**config.mk**
```make
export PLATFORM = sky130hd
export DESIGN_NAME = adr_result_regs
export DESIGN_NICKNAME = d
export VERILOG_FILES = /design/src/common/adr_pkg.sv /design/src/rtl/adr_result_regs.sv
export SDC_FILE = /design/constraint.sdc
export NUM_CORES = 2
export LEC_CHECK = 0
export ABC_AREA = 1
export BUFFER_PORTS_ARGS = -buffer_cell sky130_fd_sc_hd__clkbuf_2
export CORE_ASPECT_RATIO = 0.7
export CORE_UTILIZATION = 35
export CTS_CLUSTER_DIAMETER = 30
export DETAILED_ROUTE_END_ITERATION = 16
export SETUP_SLACK_MARGIN = 0.02
export SLEW_MARGIN = 10
export SYNTH_ARGS = -nofsm -noshare
export SYNTH_HDL_FRONTEND = slang
export SYNTH_SLANG_ARGS = --single-unit
```
**constraint.sdc**
```tcl
create_clock -name clk_i -period 11.21 [get_ports clk_i]
set_input_delay 1.121 -clock clk_i [delete_from_list [all_inputs] [get_ports clk_i]]
set_output_delay 1.121 -clock clk_i [all_outputs]
set_load 0.01 [all_outputs]
```
**src/common/adr_pkg.sv**
```systemverilog
// adr_pkg: constants and types of the converter result and front-end register bank
// assumes a 32-bit ahb-lite slave port, byte address = 4 * register index
package adr_pkg;

    // ------------------------------------------------------------
    // register indices (byte address is four times the index)
    // ------------------------------------------------------------
    localparam logic [4:0] IDX_RESULT_CH0   = 5'h00;
    localparam logic [4:0] IDX_RESULT_CH1   = 5'h01;
    localparam logic [4:0] IDX_COMPARATOR   = 5'h08;
    localparam logic [4:0] IDX_DELAY        = 5'h0a;
    localparam logic [4:0] IDX_AMPLIFIER    = 5'h0b;
    localparam logic [4:0] IDX_RESULT_CTRL  = 5'h0c;

    // ------------------------------------------------------------
    // field layout and reset values
    // ------------------------------------------------------------
    localparam int         CODE_W           = 24;
    localparam int         DELAY_W          = 12;
    localparam int         GAIN_W           = 3;
    localparam int         COMP_W           = 8;
    localparam logic [7:0] COMP_RESET       = 8'h33;
    localparam logic [11:0] DELAY_RESET     = 12'h000;
    localparam logic [5:0] GAIN_RESET       = 6'h00;
    localparam logic [2:0] GAIN_CODE_MAX    = 3'h5;
    localparam logic [2:0] GAIN_EXP_UNITY   = 3'h0;

    // result width select
    localparam logic [1:0] WIDTH_32_SIGN    = 2'h3;
    localparam logic [1:0] WIDTH_32_PAD     = 2'h2;
    localparam logic [1:0] WIDTH_24         = 2'h1;
    localparam logic [1:0] WIDTH_16_ROUND   = 2'h0;

    // read increment select
    localparam logic [1:0] READ_INC_SINGLE  = 2'h0;
    localparam logic [1:0] READ_INC_RESET   = 2'h2;

    // result control register bit positions
    localparam int         CTRL_WIDTH_LSB   = 0;
    localparam int         CTRL_JOIN_BIT    = 2;
    localparam int         CTRL_INC_LSB     = 4;
    localparam int         CTRL_OFFSET_BIT  = 6;
    localparam int         CTRL_SCALE_BIT   = 7;

    // scale correction fraction bits
    localparam int         SCALE_FRAC       = 23;

    // ------------------------------------------------------------
    // types
    // ------------------------------------------------------------
    typedef struct packed {
        logic       scale_correct_on;
        logic       offset_correct_on;
        logic [1:0] read_increment;
        logic       spare_zero;
        logic       ready_pulse_join;
        logic [1:0] result_width;
    } adr_ctrl_type;

    localparam adr_ctrl_type CTRL_RESET = '{
        scale_correct_on:  1'b0,
        offset_correct_on: 1'b0,
        read_increment:    READ_INC_RESET,
        spare_zero:        1'b0,
        ready_pulse_join:  1'b0,
        result_width:      WIDTH_24
    };

    typedef struct packed {
        logic [23:0] offset;
        logic [23:0] scale;
    } adr_cal_type;

endpackage

```
**src/rtl/adr_result_regs.sv**
```systemverilog
// adr_result_regs: result, comparator, delay and amplifier registers on ahb-lite
// assumes converter ready strobes are one-cycle pulses synchronous to clk_i
//
// Local design decision: the AHB-Lite interface to the registers.
`timescale 1ns/1ps

// Functional notes
// result registers keep newest conversion per channel
// result registers are read-only
// results read singly or linked, per increment field
// snapshot results when a read begins
// new result during read never corrupts word
// joined mode updates both results together
// 24-bit result codes, reset to zero
// offset and scale correction when enabled
// results presented as 16, 24 or 32 bits
// width codes: sign-extend, pad, 24, rounded 16
// joined single ready pulse, else per channel
// comparator snapshot captured every clock; a host write to it loads hwdata_i[7:0] for that cycle instead
// comparator bits: channel 1 high, channel 0 low
// comparator bits 23..8 read zero
// comparator resets to zero-volt pattern
// host should not write comparator snapshot
// delay write restarts active channels
// 12-bit delay in modulator clock periods
// delay upper bits read zero, resets zero
// 3-bit amplifier code per channel
// amplifier code decode, reserved codes unity
// unimplemented bits ignore writes, read zero
module adr_result_regs
    import adr_pkg::*;
(
    // clock and reset
    input  wire logic        clk_i,
    input  wire logic        rst_i,
    // ahb-lite slave
    input  wire logic        hsel_i,
    input  wire logic [31:0] haddr_i,
    input  wire logic [1:0]  htrans_i,
    input  wire logic        hwrite_i,
    input  wire logic [2:0]  hsize_i,
    input  wire logic        hready_i,
    input  wire logic [31:0] hwdata_i,
    output logic      [31:0] hrdata_o,
    output logic             hreadyout_o,
    output logic             hresp_o,
    // converter side
    input  wire logic [23:0] ch0_code_i,
    input  wire logic        ch0_ready_i,
    input  wire logic [23:0] ch1_code_i,
    input  wire logic        ch1_ready_i,
    input  wire adr_cal_type cal_ch0_i,
    input  wire adr_cal_type cal_ch1_i,
    input  wire logic [7:0]  comparator_bits_i,
    // front-end control
    output logic             conversion_ready_n_o,
    output logic             restart_o,
    output logic      [11:0] channel_delay_o,
    output logic      [2:0]  gain_exp_ch0_o,
    output logic      [2:0]  gain_exp_ch1_o
);

    // ------------------------------------------------------------
    // helpers
    // ------------------------------------------------------------
    function automatic logic [23:0] adr_correct(input logic [23:0] code,
                                                input adr_cal_type cal,
                                                input logic off_on,
                                                input logic scale_on);
        logic signed [24:0] sum;
        logic signed [48:0] prod;
        logic        [24:0] res;
        sum  = $signed({code[23], code});
        if (off_on) begin
            sum = sum + $signed({cal.offset[23], cal.offset});
        end
        prod = sum * $signed(cal.scale);
        res  = scale_on ? 25'(sum) + prod[47:SCALE_FRAC] : 25'(sum);
        return res[23:0];
    endfunction

    function automatic logic [31:0] adr_format(input logic [23:0] code,
                                               input logic [1:0] width);
        logic [16:0] rnd;
        logic [15:0] sat;
        rnd = {code[23], code[23:8]} + {16'h0000, code[7]};
        sat = (!code[23] && rnd[15]) ? 16'h7fff : rnd[15:0];
        unique case (width)
            WIDTH_32_SIGN:  return {{8{code[23]}}, code};
            WIDTH_32_PAD:   return {code, 8'h00};
            WIDTH_24:       return {8'h00, code};
            WIDTH_16_ROUND: return {16'h0000, sat};
        endcase
    endfunction

    function automatic logic [2:0] adr_gain_exp(input logic [2:0] code);
        return (code > GAIN_CODE_MAX) ? GAIN_EXP_UNITY : code;
    endfunction

    // ------------------------------------------------------------
    // state
    // ------------------------------------------------------------
    adr_ctrl_type ctrl_r;
    logic [23:0]  result_live0_r;
    logic [23:0]  result_live1_r;
    logic [23:0]  stage0_r;
    logic [23:0]  stage1_r;
    logic         pend0_r;
    logic         pend1_r;
    logic [7:0]   comp_r;
    logic [11:0]  delay_r;
    logic [5:0]   gain_r;
    logic         hold_r;
    logic [23:0]  held1_r;
    logic         wr_pend_r;
    logic [4:0]   wr_idx_r;
    logic [31:0]  rd_data_r;
    logic         ready_n_r;
    logic         restart_r;
    logic [2:0]   gexp0_r;
    logic [2:0]   gexp1_r;

    logic [23:0]  corr0;
    logic [23:0]  corr1;
    logic         commit;
    logic         addr_ok;
    logic         rd_go;
    logic         wr_go;
    logic [4:0]   idx;
    logic [31:0]  rd_data_nxt;
    logic         wr_comp;

    assign corr0   = adr_correct(ch0_code_i, cal_ch0_i, ctrl_r.offset_correct_on,
                                 ctrl_r.scale_correct_on);
    assign corr1   = adr_correct(ch1_code_i, cal_ch1_i, ctrl_r.offset_correct_on,
                                 ctrl_r.scale_correct_on);
    assign commit  = ctrl_r.ready_pulse_join && (pend0_r || ch0_ready_i)
                     && (pend1_r || ch1_ready_i);
    assign idx     = haddr_i[6:2];
    assign addr_ok = (haddr_i[31:7] == 25'h0000000);
    assign rd_go   = hsel_i && hready_i && htrans_i[1] && !hwrite_i;
    assign wr_go   = hsel_i && hready_i && htrans_i[1] && hwrite_i;
    assign wr_comp = wr_pend_r && (wr_idx_r == IDX_COMPARATOR);

    // ------------------------------------------------------------
    // conversion results
    // ------------------------------------------------------------
    always_ff @(posedge clk_i or posedge rst_i) begin
        if (rst_i) begin
            result_live0_r <= 24'h00_0000;
            result_live1_r <= 24'h00_0000;
            stage0_r       <= 24'h00_0000;
            stage1_r       <= 24'h00_0000;
            pend0_r        <= 1'b0;
            pend1_r        <= 1'b0;
        end else if (ctrl_r.ready_pulse_join) begin
            if (ch0_ready_i) begin
                stage0_r <= corr0;
            end
            if (ch1_ready_i) begin
                stage1_r <= corr1;
            end
            if (commit) begin
                // both channels land together on the lagging strobe
                result_live0_r <= ch0_ready_i ? corr0 : stage0_r;
                result_live1_r <= ch1_ready_i ? corr1 : stage1_r;
                pend0_r        <= 1'b0;
                pend1_r        <= 1'b0;
            end else begin
                pend0_r <= pend0_r || ch0_ready_i;
                pend1_r <= pend1_r || ch1_ready_i;
            end
        end else begin
            pend0_r <= 1'b0;
            pend1_r <= 1'b0;
            if (ch0_ready_i) begin
                result_live0_r <= corr0;
            end
            if (ch1_ready_i) begin
                result_live1_r <= corr1;
            end
        end
    end

    // ------------------------------------------------------------
    // data-ready pin
    // ------------------------------------------------------------
    always_ff @(posedge clk_i or posedge rst_i) begin
        if (rst_i) begin
            ready_n_r <= 1'b1;
        end else if (ctrl_r.ready_pulse_join) begin
            ready_n_r <= !commit;
        end else begin
            ready_n_r <= !(ch0_ready_i || ch1_ready_i);
        end
    end

    // ------------------------------------------------------------
    // comparator snapshot
    // ------------------------------------------------------------
    always_ff @(posedge clk_i or posedge rst_i) begin
        if (rst_i) begin
            comp_r <= COMP_RESET;
        end else if (wr_comp) begin
            comp_r <= hwdata_i[7:0];
        end else begin
            comp_r <= comparator_bits_i;
        end
    end

    // ------------------------------------------------------------
    // configuration registers
    // ------------------------------------------------------------
    always_ff @(posedge clk_i or posedge rst_i) begin
        if (rst_i) begin
            ctrl_r    <= CTRL_RESET;
            delay_r   <= DELAY_RESET;
            gain_r    <= GAIN_RESET;
            restart_r <= 1'b0;
        end else begin
            restart_r <= wr_pend_r && (wr_idx_r == IDX_DELAY);
            if (wr_pend_r) begin
                unique case (wr_idx_r)
                    IDX_DELAY:       delay_r <= hwdata_i[11:0];
                    IDX_AMPLIFIER:   gain_r  <= hwdata_i[5:0];
                    IDX_RESULT_CTRL: ctrl_r  <= adr_ctrl_type'(hwdata_i[7:0] & 8'hf7);
                    default:         ;
                endcase
            end
        end
    end

    always_ff @(posedge clk_i or posedge rst_i) begin
        if (rst_i) begin
            gexp0_r <= GAIN_EXP_UNITY;
            gexp1_r <= GAIN_EXP_UNITY;
        end else begin
            gexp0_r <= adr_gain_exp(gain_r[2:0]);
            gexp1_r <= adr_gain_exp(gain_r[5:3]);
        end
    end

    // ------------------------------------------------------------
    // bus address and data phases
    // ------------------------------------------------------------
    always_ff @(posedge clk_i or posedge rst_i) begin
        if (rst_i) begin
            wr_pend_r <= 1'b0;
            wr_idx_r  <= 5'h00;
        end else begin
            wr_pend_r <= wr_go && addr_ok;
            wr_idx_r  <= idx;
        end
    end

    always_comb begin
        rd_data_nxt = 32'h0000_0000;
        unique case (idx)
            IDX_RESULT_CH0:  rd_data_nxt = adr_format(result_live0_r,
                                                      ctrl_r.result_width);
            IDX_RESULT_CH1:  rd_data_nxt = adr_format(hold_r ? held1_r : result_live1_r,
                                                      ctrl_r.result_width);
            IDX_COMPARATOR:  rd_data_nxt = {24'h00_0000, comp_r};
            IDX_DELAY:       rd_data_nxt = {20'h0_0000, delay_r};
            IDX_AMPLIFIER:   rd_data_nxt = {26'h000_0000, gain_r};
            IDX_RESULT_CTRL: rd_data_nxt = {24'h00_0000, ctrl_r};
            default:         rd_data_nxt = 32'h0000_0000;
        endcase
        if (!addr_ok) begin
            rd_data_nxt = 32'h0000_0000;
        end
    end

    // linked read: channel 1 frozen when channel 0 is read
    always_ff @(posedge clk_i or posedge rst_i) begin
        if (rst_i) begin
            hold_r    <= 1'b0;
            held1_r   <= 24'h00_0000;
            rd_data_r <= 32'h0000_0000;
        end else if (rd_go) begin
            rd_data_r <= rd_data_nxt;
            if (addr_ok && idx == IDX_RESULT_CH0) begin
                hold_r  <= (ctrl_r.read_increment != READ_INC_SINGLE);
                held1_r <= result_live1_r;
            end else if (addr_ok && idx == IDX_RESULT_CH1) begin
                hold_r  <= 1'b0;
            end
        end
    end

    assign hrdata_o             = rd_data_r;
    assign hreadyout_o          = 1'b1;
    assign hresp_o              = 1'b0;
    assign conversion_ready_n_o = ready_n_r;
    assign restart_o            = restart_r;
    assign channel_delay_o      = delay_r;
    assign gain_exp_ch0_o       = gexp0_r;
    assign gain_exp_ch1_o       = gexp1_r;

    // ------------------------------------------------------------
    // checks
    // ------------------------------------------------------------
    result_update_a: assert property (@(posedge clk_i) disable iff (rst_i)
        !ctrl_r.ready_pulse_join && ch0_ready_i |=> result_live0_r == $past(corr0))
        else $error("channel 0 result not updated");

    result_ro_a: assert property (@(posedge clk_i) disable iff (rst_i)
        wr_pend_r && !ch0_ready_i && !ch1_ready_i && !pend0_r && !pend1_r
        |=> $stable(result_live0_r) && $stable(result_live1_r))
        else $error("result changed by write");

    link_hold_a: assert property (@(posedge clk_i) disable iff (rst_i)
        rd_go && addr_ok && idx == IDX_RESULT_CH0 && ctrl_r.read_increment != 2'h0
        |=> hold_r && held1_r == $past(result_live1_r))
        else $error("linked read snapshot missing");

    read_stable_a: assert property (@(posedge clk_i) disable iff (rst_i)
        rd_go && addr_ok && idx == IDX_DELAY && !wr_pend_r
        |=> hrdata_o == {20'h0_0000, $past(delay_r)} && hrdata_o[31:12] == 20'h0_0000)
        else $error("delay readback wrong");

    join_wait_a: assert property (@(posedge clk_i) disable iff (rst_i)
        ctrl_r.ready_pulse_join && ch0_ready_i && !pend1_r && !ch1_ready_i
        |=> $stable(result_live0_r) ##0 conversion_ready_n_o)
        else $error("joined mode updated early");

    ready_pulse_a: assert property (@(posedge clk_i) disable iff (rst_i)
        !ctrl_r.ready_pulse_join && ch1_ready_i |=> !conversion_ready_n_o)
        else $error("ready pulse missing");

    comp_track_a: assert property (@(posedge clk_i) disable iff (rst_i)
        !wr_comp |=> comp_r == $past(comparator_bits_i))
        else $error("comparator snapshot stale");

    delay_restart_a: assert property (@(posedge clk_i) disable iff (rst_i)
        wr_pend_r && wr_idx_r == IDX_DELAY |=> restart_o ##1 !restart_o
        || $past(wr_pend_r))
        else $error("restart pulse wrong");

    gain_decode_a: assert property (@(posedge clk_i) disable iff (rst_i)
        gain_r[2:0] > 3'h5 |=> gain_exp_ch0_o == 3'h0)
        else $error("reserved gain not unity");

    round_sat_a: assert property (@(posedge clk_i) disable iff (rst_i)
        rd_go && addr_ok && idx == IDX_RESULT_CH0 && ctrl_r.result_width == 2'h0
        |=> hrdata_o[31:16] == 16'h0000)
        else $error("16-bit result upper bits set");

    // readback and pulse checks
    comp_high_a: assert property (@(posedge clk_i) disable iff (rst_i)
        rd_go && addr_ok && idx == IDX_COMPARATOR
        |=> hrdata_o[31:8] == '0)
        else $error("comparator high bits set");

    gain_high_a: assert property (@(posedge clk_i) disable iff (rst_i)
        rd_go && addr_ok && idx == IDX_AMPLIFIER
        |=> hrdata_o[31:6] == '0)
        else $error("gain high bits set");

    join_pulse_a: assert property (@(posedge clk_i) disable iff (rst_i)
        commit
        |=> !conversion_ready_n_o)
        else $error("joined ready pulse missing");

    unmapped_rd_a: assert property (@(posedge clk_i) disable iff (rst_i)
        rd_go && !addr_ok
        |=> hrdata_o == '0)
        else $error("unmapped read not zero");

    restart_cause_a: assert property (@(posedge clk_i) disable iff (rst_i)
        restart_o
        |-> $past(wr_pend_r) && $past(wr_idx_r) == IDX_DELAY)
        else $error("restart without delay write");

endmodule

```
==> results.md <==
- Status: complete, no violations
- Proportion of layout cells with a drive suffix above 1: 0.189
- Crit Path Max Fanout: 5
- Post-synthesis xor/xnor area fraction: 0.0232
- Maximum number of pins on one net before global-route repair: 132
- IO Count: 282
- Hold path depth: 1
- CP endpoint kind: flop
- Std cell rows: 124
- Dpl cell area: 66700 sq um
- Synthesized Nets: 9021
- CP top delay family: adder cells
- Unique masters post-synth: 64
- Vert. Die Dim: 341 um
- Setup-failing EPs final: 0
- CTS max path bufs: 3
- Hold Startpoint: pend1_r
- Routed vias: 51621
- Grt ovf: 0
- Final wirelength: 218 mm
- Root buffer cell: clkbuf_16
- Total GRT Usage: 0.263
- Critical register-to-register path startpoint: ctrl_r[6]
- Core region area: 163000 sq um
- Clk_skew: 0.0330 ns
- Number of flops mapped to enable cells by yosys: 0
- Share of the synthesized area in the top cell type: 0.426
- CTS buffer count: 47
- Clk slew on worst S/H paths: 0.05 ns
- 1st-pass router iterations: 6
- CTS tree: yes
- Count of warnings emitted by yosys: 0
- Routed Antenna Nets: 0
- Routability cong.: 1.02
- Final Critical Period: 10.76 ns
- Async set-reset flop share out of synthesis: 1.00
- Critical Path RT: 11.66 ns
- Effective utilization at floorplan: 0.352
- Worst Path Buf+Inv: 12
- CP Data Arrival Time: 11.21 ns
- Most used cell, CP: inv_1
- Tcrit/Tclk final: 0.960
- Latest clock arrival within the worst-skew pair: 0.56 ns
- Max Cap Viol: 0
- Synth Area in Compound Gates: 0.0817
- Sink Count: 202
- Max-slew violations: 0
- FF-to-FF setup slack: 1.17 ns
- Mean Syn Cell Area: 7.97 sq um
- Relative slew slack: 0.314
- Fmax: 92.9 MHz
- Post-route DRC: 0
- First-pass GRT wire length: 328 mm
- Pin slew with the least headroom to its limit: 1.03 ns
- DP HPWL: 186 mm
- Reg2Reg Depth: 43
- Die width: 486 um
- Final hold viol count: 0
- Vias in the first global route: 52641
- Post-Syn Instances: 7213
- Main area contributors after synthesis: fa_1 (43%), inv_1 (11%), nand2_1 (8.6%), dfrtp_1 (8.5%), ha_1 (7.7%)
- Max stage delay on crit path: 0.58 ns
- RR Endpoint: result_live1_r[23]
- Main flop type after synthesis: dfrtp_1
- Synth Area in Adders: 0.504
- HP Class: flop to flop
- Die area: 166000 sq um
- Antenna violations before repair: 12
- H-tree Lvls: 2
- Mux contribution to synthesized area: 0.00215
- Synth Cell Area: 57500 sq um
- Register area share after synthesis: 0.0881
- Layout net count: 9869
- Largest family of logic cells by synthesized area: adder cells
- #FFs+latches synth: 202
- Hold endpoint: pend0_r
- Slowest-stage cell, CP: fa_2
- DR vias/cell: 5.01
- Synth area leader: fa_1
- Crit path kind: input port to flop
- Buffers added on ports: 253
- Drt wl/cell: 21.1 um
- Initial drt markers: 5276
- Post-Synth Simple-Gate Area: 0.174
- CP startpoint kind: input port
- P&R area growth vs syn: 21.5%
- Design Area, Final: 69900 sq um
registers in the layout, summed over array words and instances, names as in the netlist, 3 cells and up:
| register | flops |
|---|---|
| channel_delay_o | 12 |
| comp_r | 8 |
| ctrl_r | 7 |
| gain_exp_ch0_o | 3 |
| gain_exp_ch1_o | 3 |
| gain_r | 6 |
| held1_r | 24 |
| hrdata_o | 32 |
| result_live0_r | 24 |
| result_live1_r | 24 |
| stage0_r | 24 |
| stage1_r | 24 |
| wr_idx_r | 5 |
worst max path at each step:
stage | start | to | cells past startpoint
final | ch1_code_i[0] | result_live1_r[22] | 52
after global routing | ch1_code_i[0] | result_live1_r[23] | 62
after CTS | ch1_code_i[0] | result_live1_r[23] | 61
after detailed placement | ch1_code_i[0] | result_live1_r[23] | 61
after global placement | ch0_code_i[0] | result_live0_r[22] | 55
after floorplan | ch0_code_i[0] | result_live0_r[17] | 54
synthesized netlist by cell type, drive strengths merged (2+ instances only):
library cell	count
a211oi	6
a21boi	7
a21o	17
a21oi	229
a221oi	8
a22oi	14
a31oi	57
and3	3
buf	46
clkbuf	232
clkinv	35
conb	2
dfrtp	195
dfstp	7
fa	1224
ha	356
inv	1618
mux2	3
mux2i	9
nand2	1329
nand3	153
nand3b	3
nand4	37
nor2	884
nor3	31
nor4	17
o2111ai	3
o211a	2
o211ai	16
o21a	17
o21ai	403
o21bai	14
o221ai	8
o22ai	14
o31ai	8
or2	46
xnor2	58
xor2	94
logic make-up after synthesis:
logic type | after synthesis
AND/OR/NAND/NOR | 2505
buffers and inverters | 1931
adder cells (fa/ha/maj) | 1580
AO/OA/AOI/OAI | 829
flip-flops | 202
XOR/XNOR | 152
multiplexers | 12
other | 2
repair_timing:
item | CTS | global route
hold buffers | 0 | 0
setup buffers | 0 | 19
pin swaps | 1 | 128
setup endpoints to repair | 31 | 79
resized for setup | 20 | 314
area by class of cell:
type,instances,area [sq um]
Multi-Input combinational cell,5080,46300
Clock inverter,34,444
Fill cell,16357,93300
Timing Repair Buffer,1077,7760
Tap cell,2205,2760
Sequential cell,202,5070
Antenna cell,8,20.0
Inverter,1653,6230
Clock buffer,53,1260
per-stage QoR:
step / util / hold slack [ns] / setup WS, ns / setup TNS, ns / std cells
after floorplan: - / 0.408 / 0.839 / 0 / 7213
after global placement: 0.409 / 0.419 / -0.774 / -28.26 / 10199
final: 0.428 / 0.443 / 0.447 / 0 / 10312
after CTS: 0.420 / 0.441 / 0.00995 / 0 / 10286
after detailed placement: 0.409 / 0.429 / -0.799 / -33.31 / 10199
after global routing: 0.428 / 0.466 / -0.0679 / -0.216 / 10307
cells in the final DEF, fill, tap and decap left out, types with 13 or more instances in the layout:
master,n
xor2_1,91
nand2_2,41
nand2_1,1282
buf_12,20
nor3_2,13
clkbuf_16,47
inv_2,25
a21oi_2,43
o21ai_2,33
o21ai_0,302
xnor2_1,54
a22oi_1,14
or2_2,46
a21o_1,17
nand4_1,37
fa_2,24
fa_1,1200
nor2_2,24
ha_1,331
o21ai_1,61
nor3_1,17
nor2_1,856
nand3_1,140
inv_1,1587
a21oi_1,178
clkinv_1,35
o22ai_1,14
dfrtp_1,193
a31oi_1,51
o211ai_1,16
o21a_1,17
clkbuf_2,253
ha_4,19
buf_4,791
per-layer routing:
layer,share of wire,GRT usage,up-vias
li1,-,-,23253
met1,0.45,0.395,25499
met2,0.38,0.356,2575
met3,0.13,0.0880,288
met4,0.030,0.0653,6
met5,0.00057,0,-
Power is not shown: default switching activity piles up to over one toggle a cycle in this logic, so the estimate is an artifact.
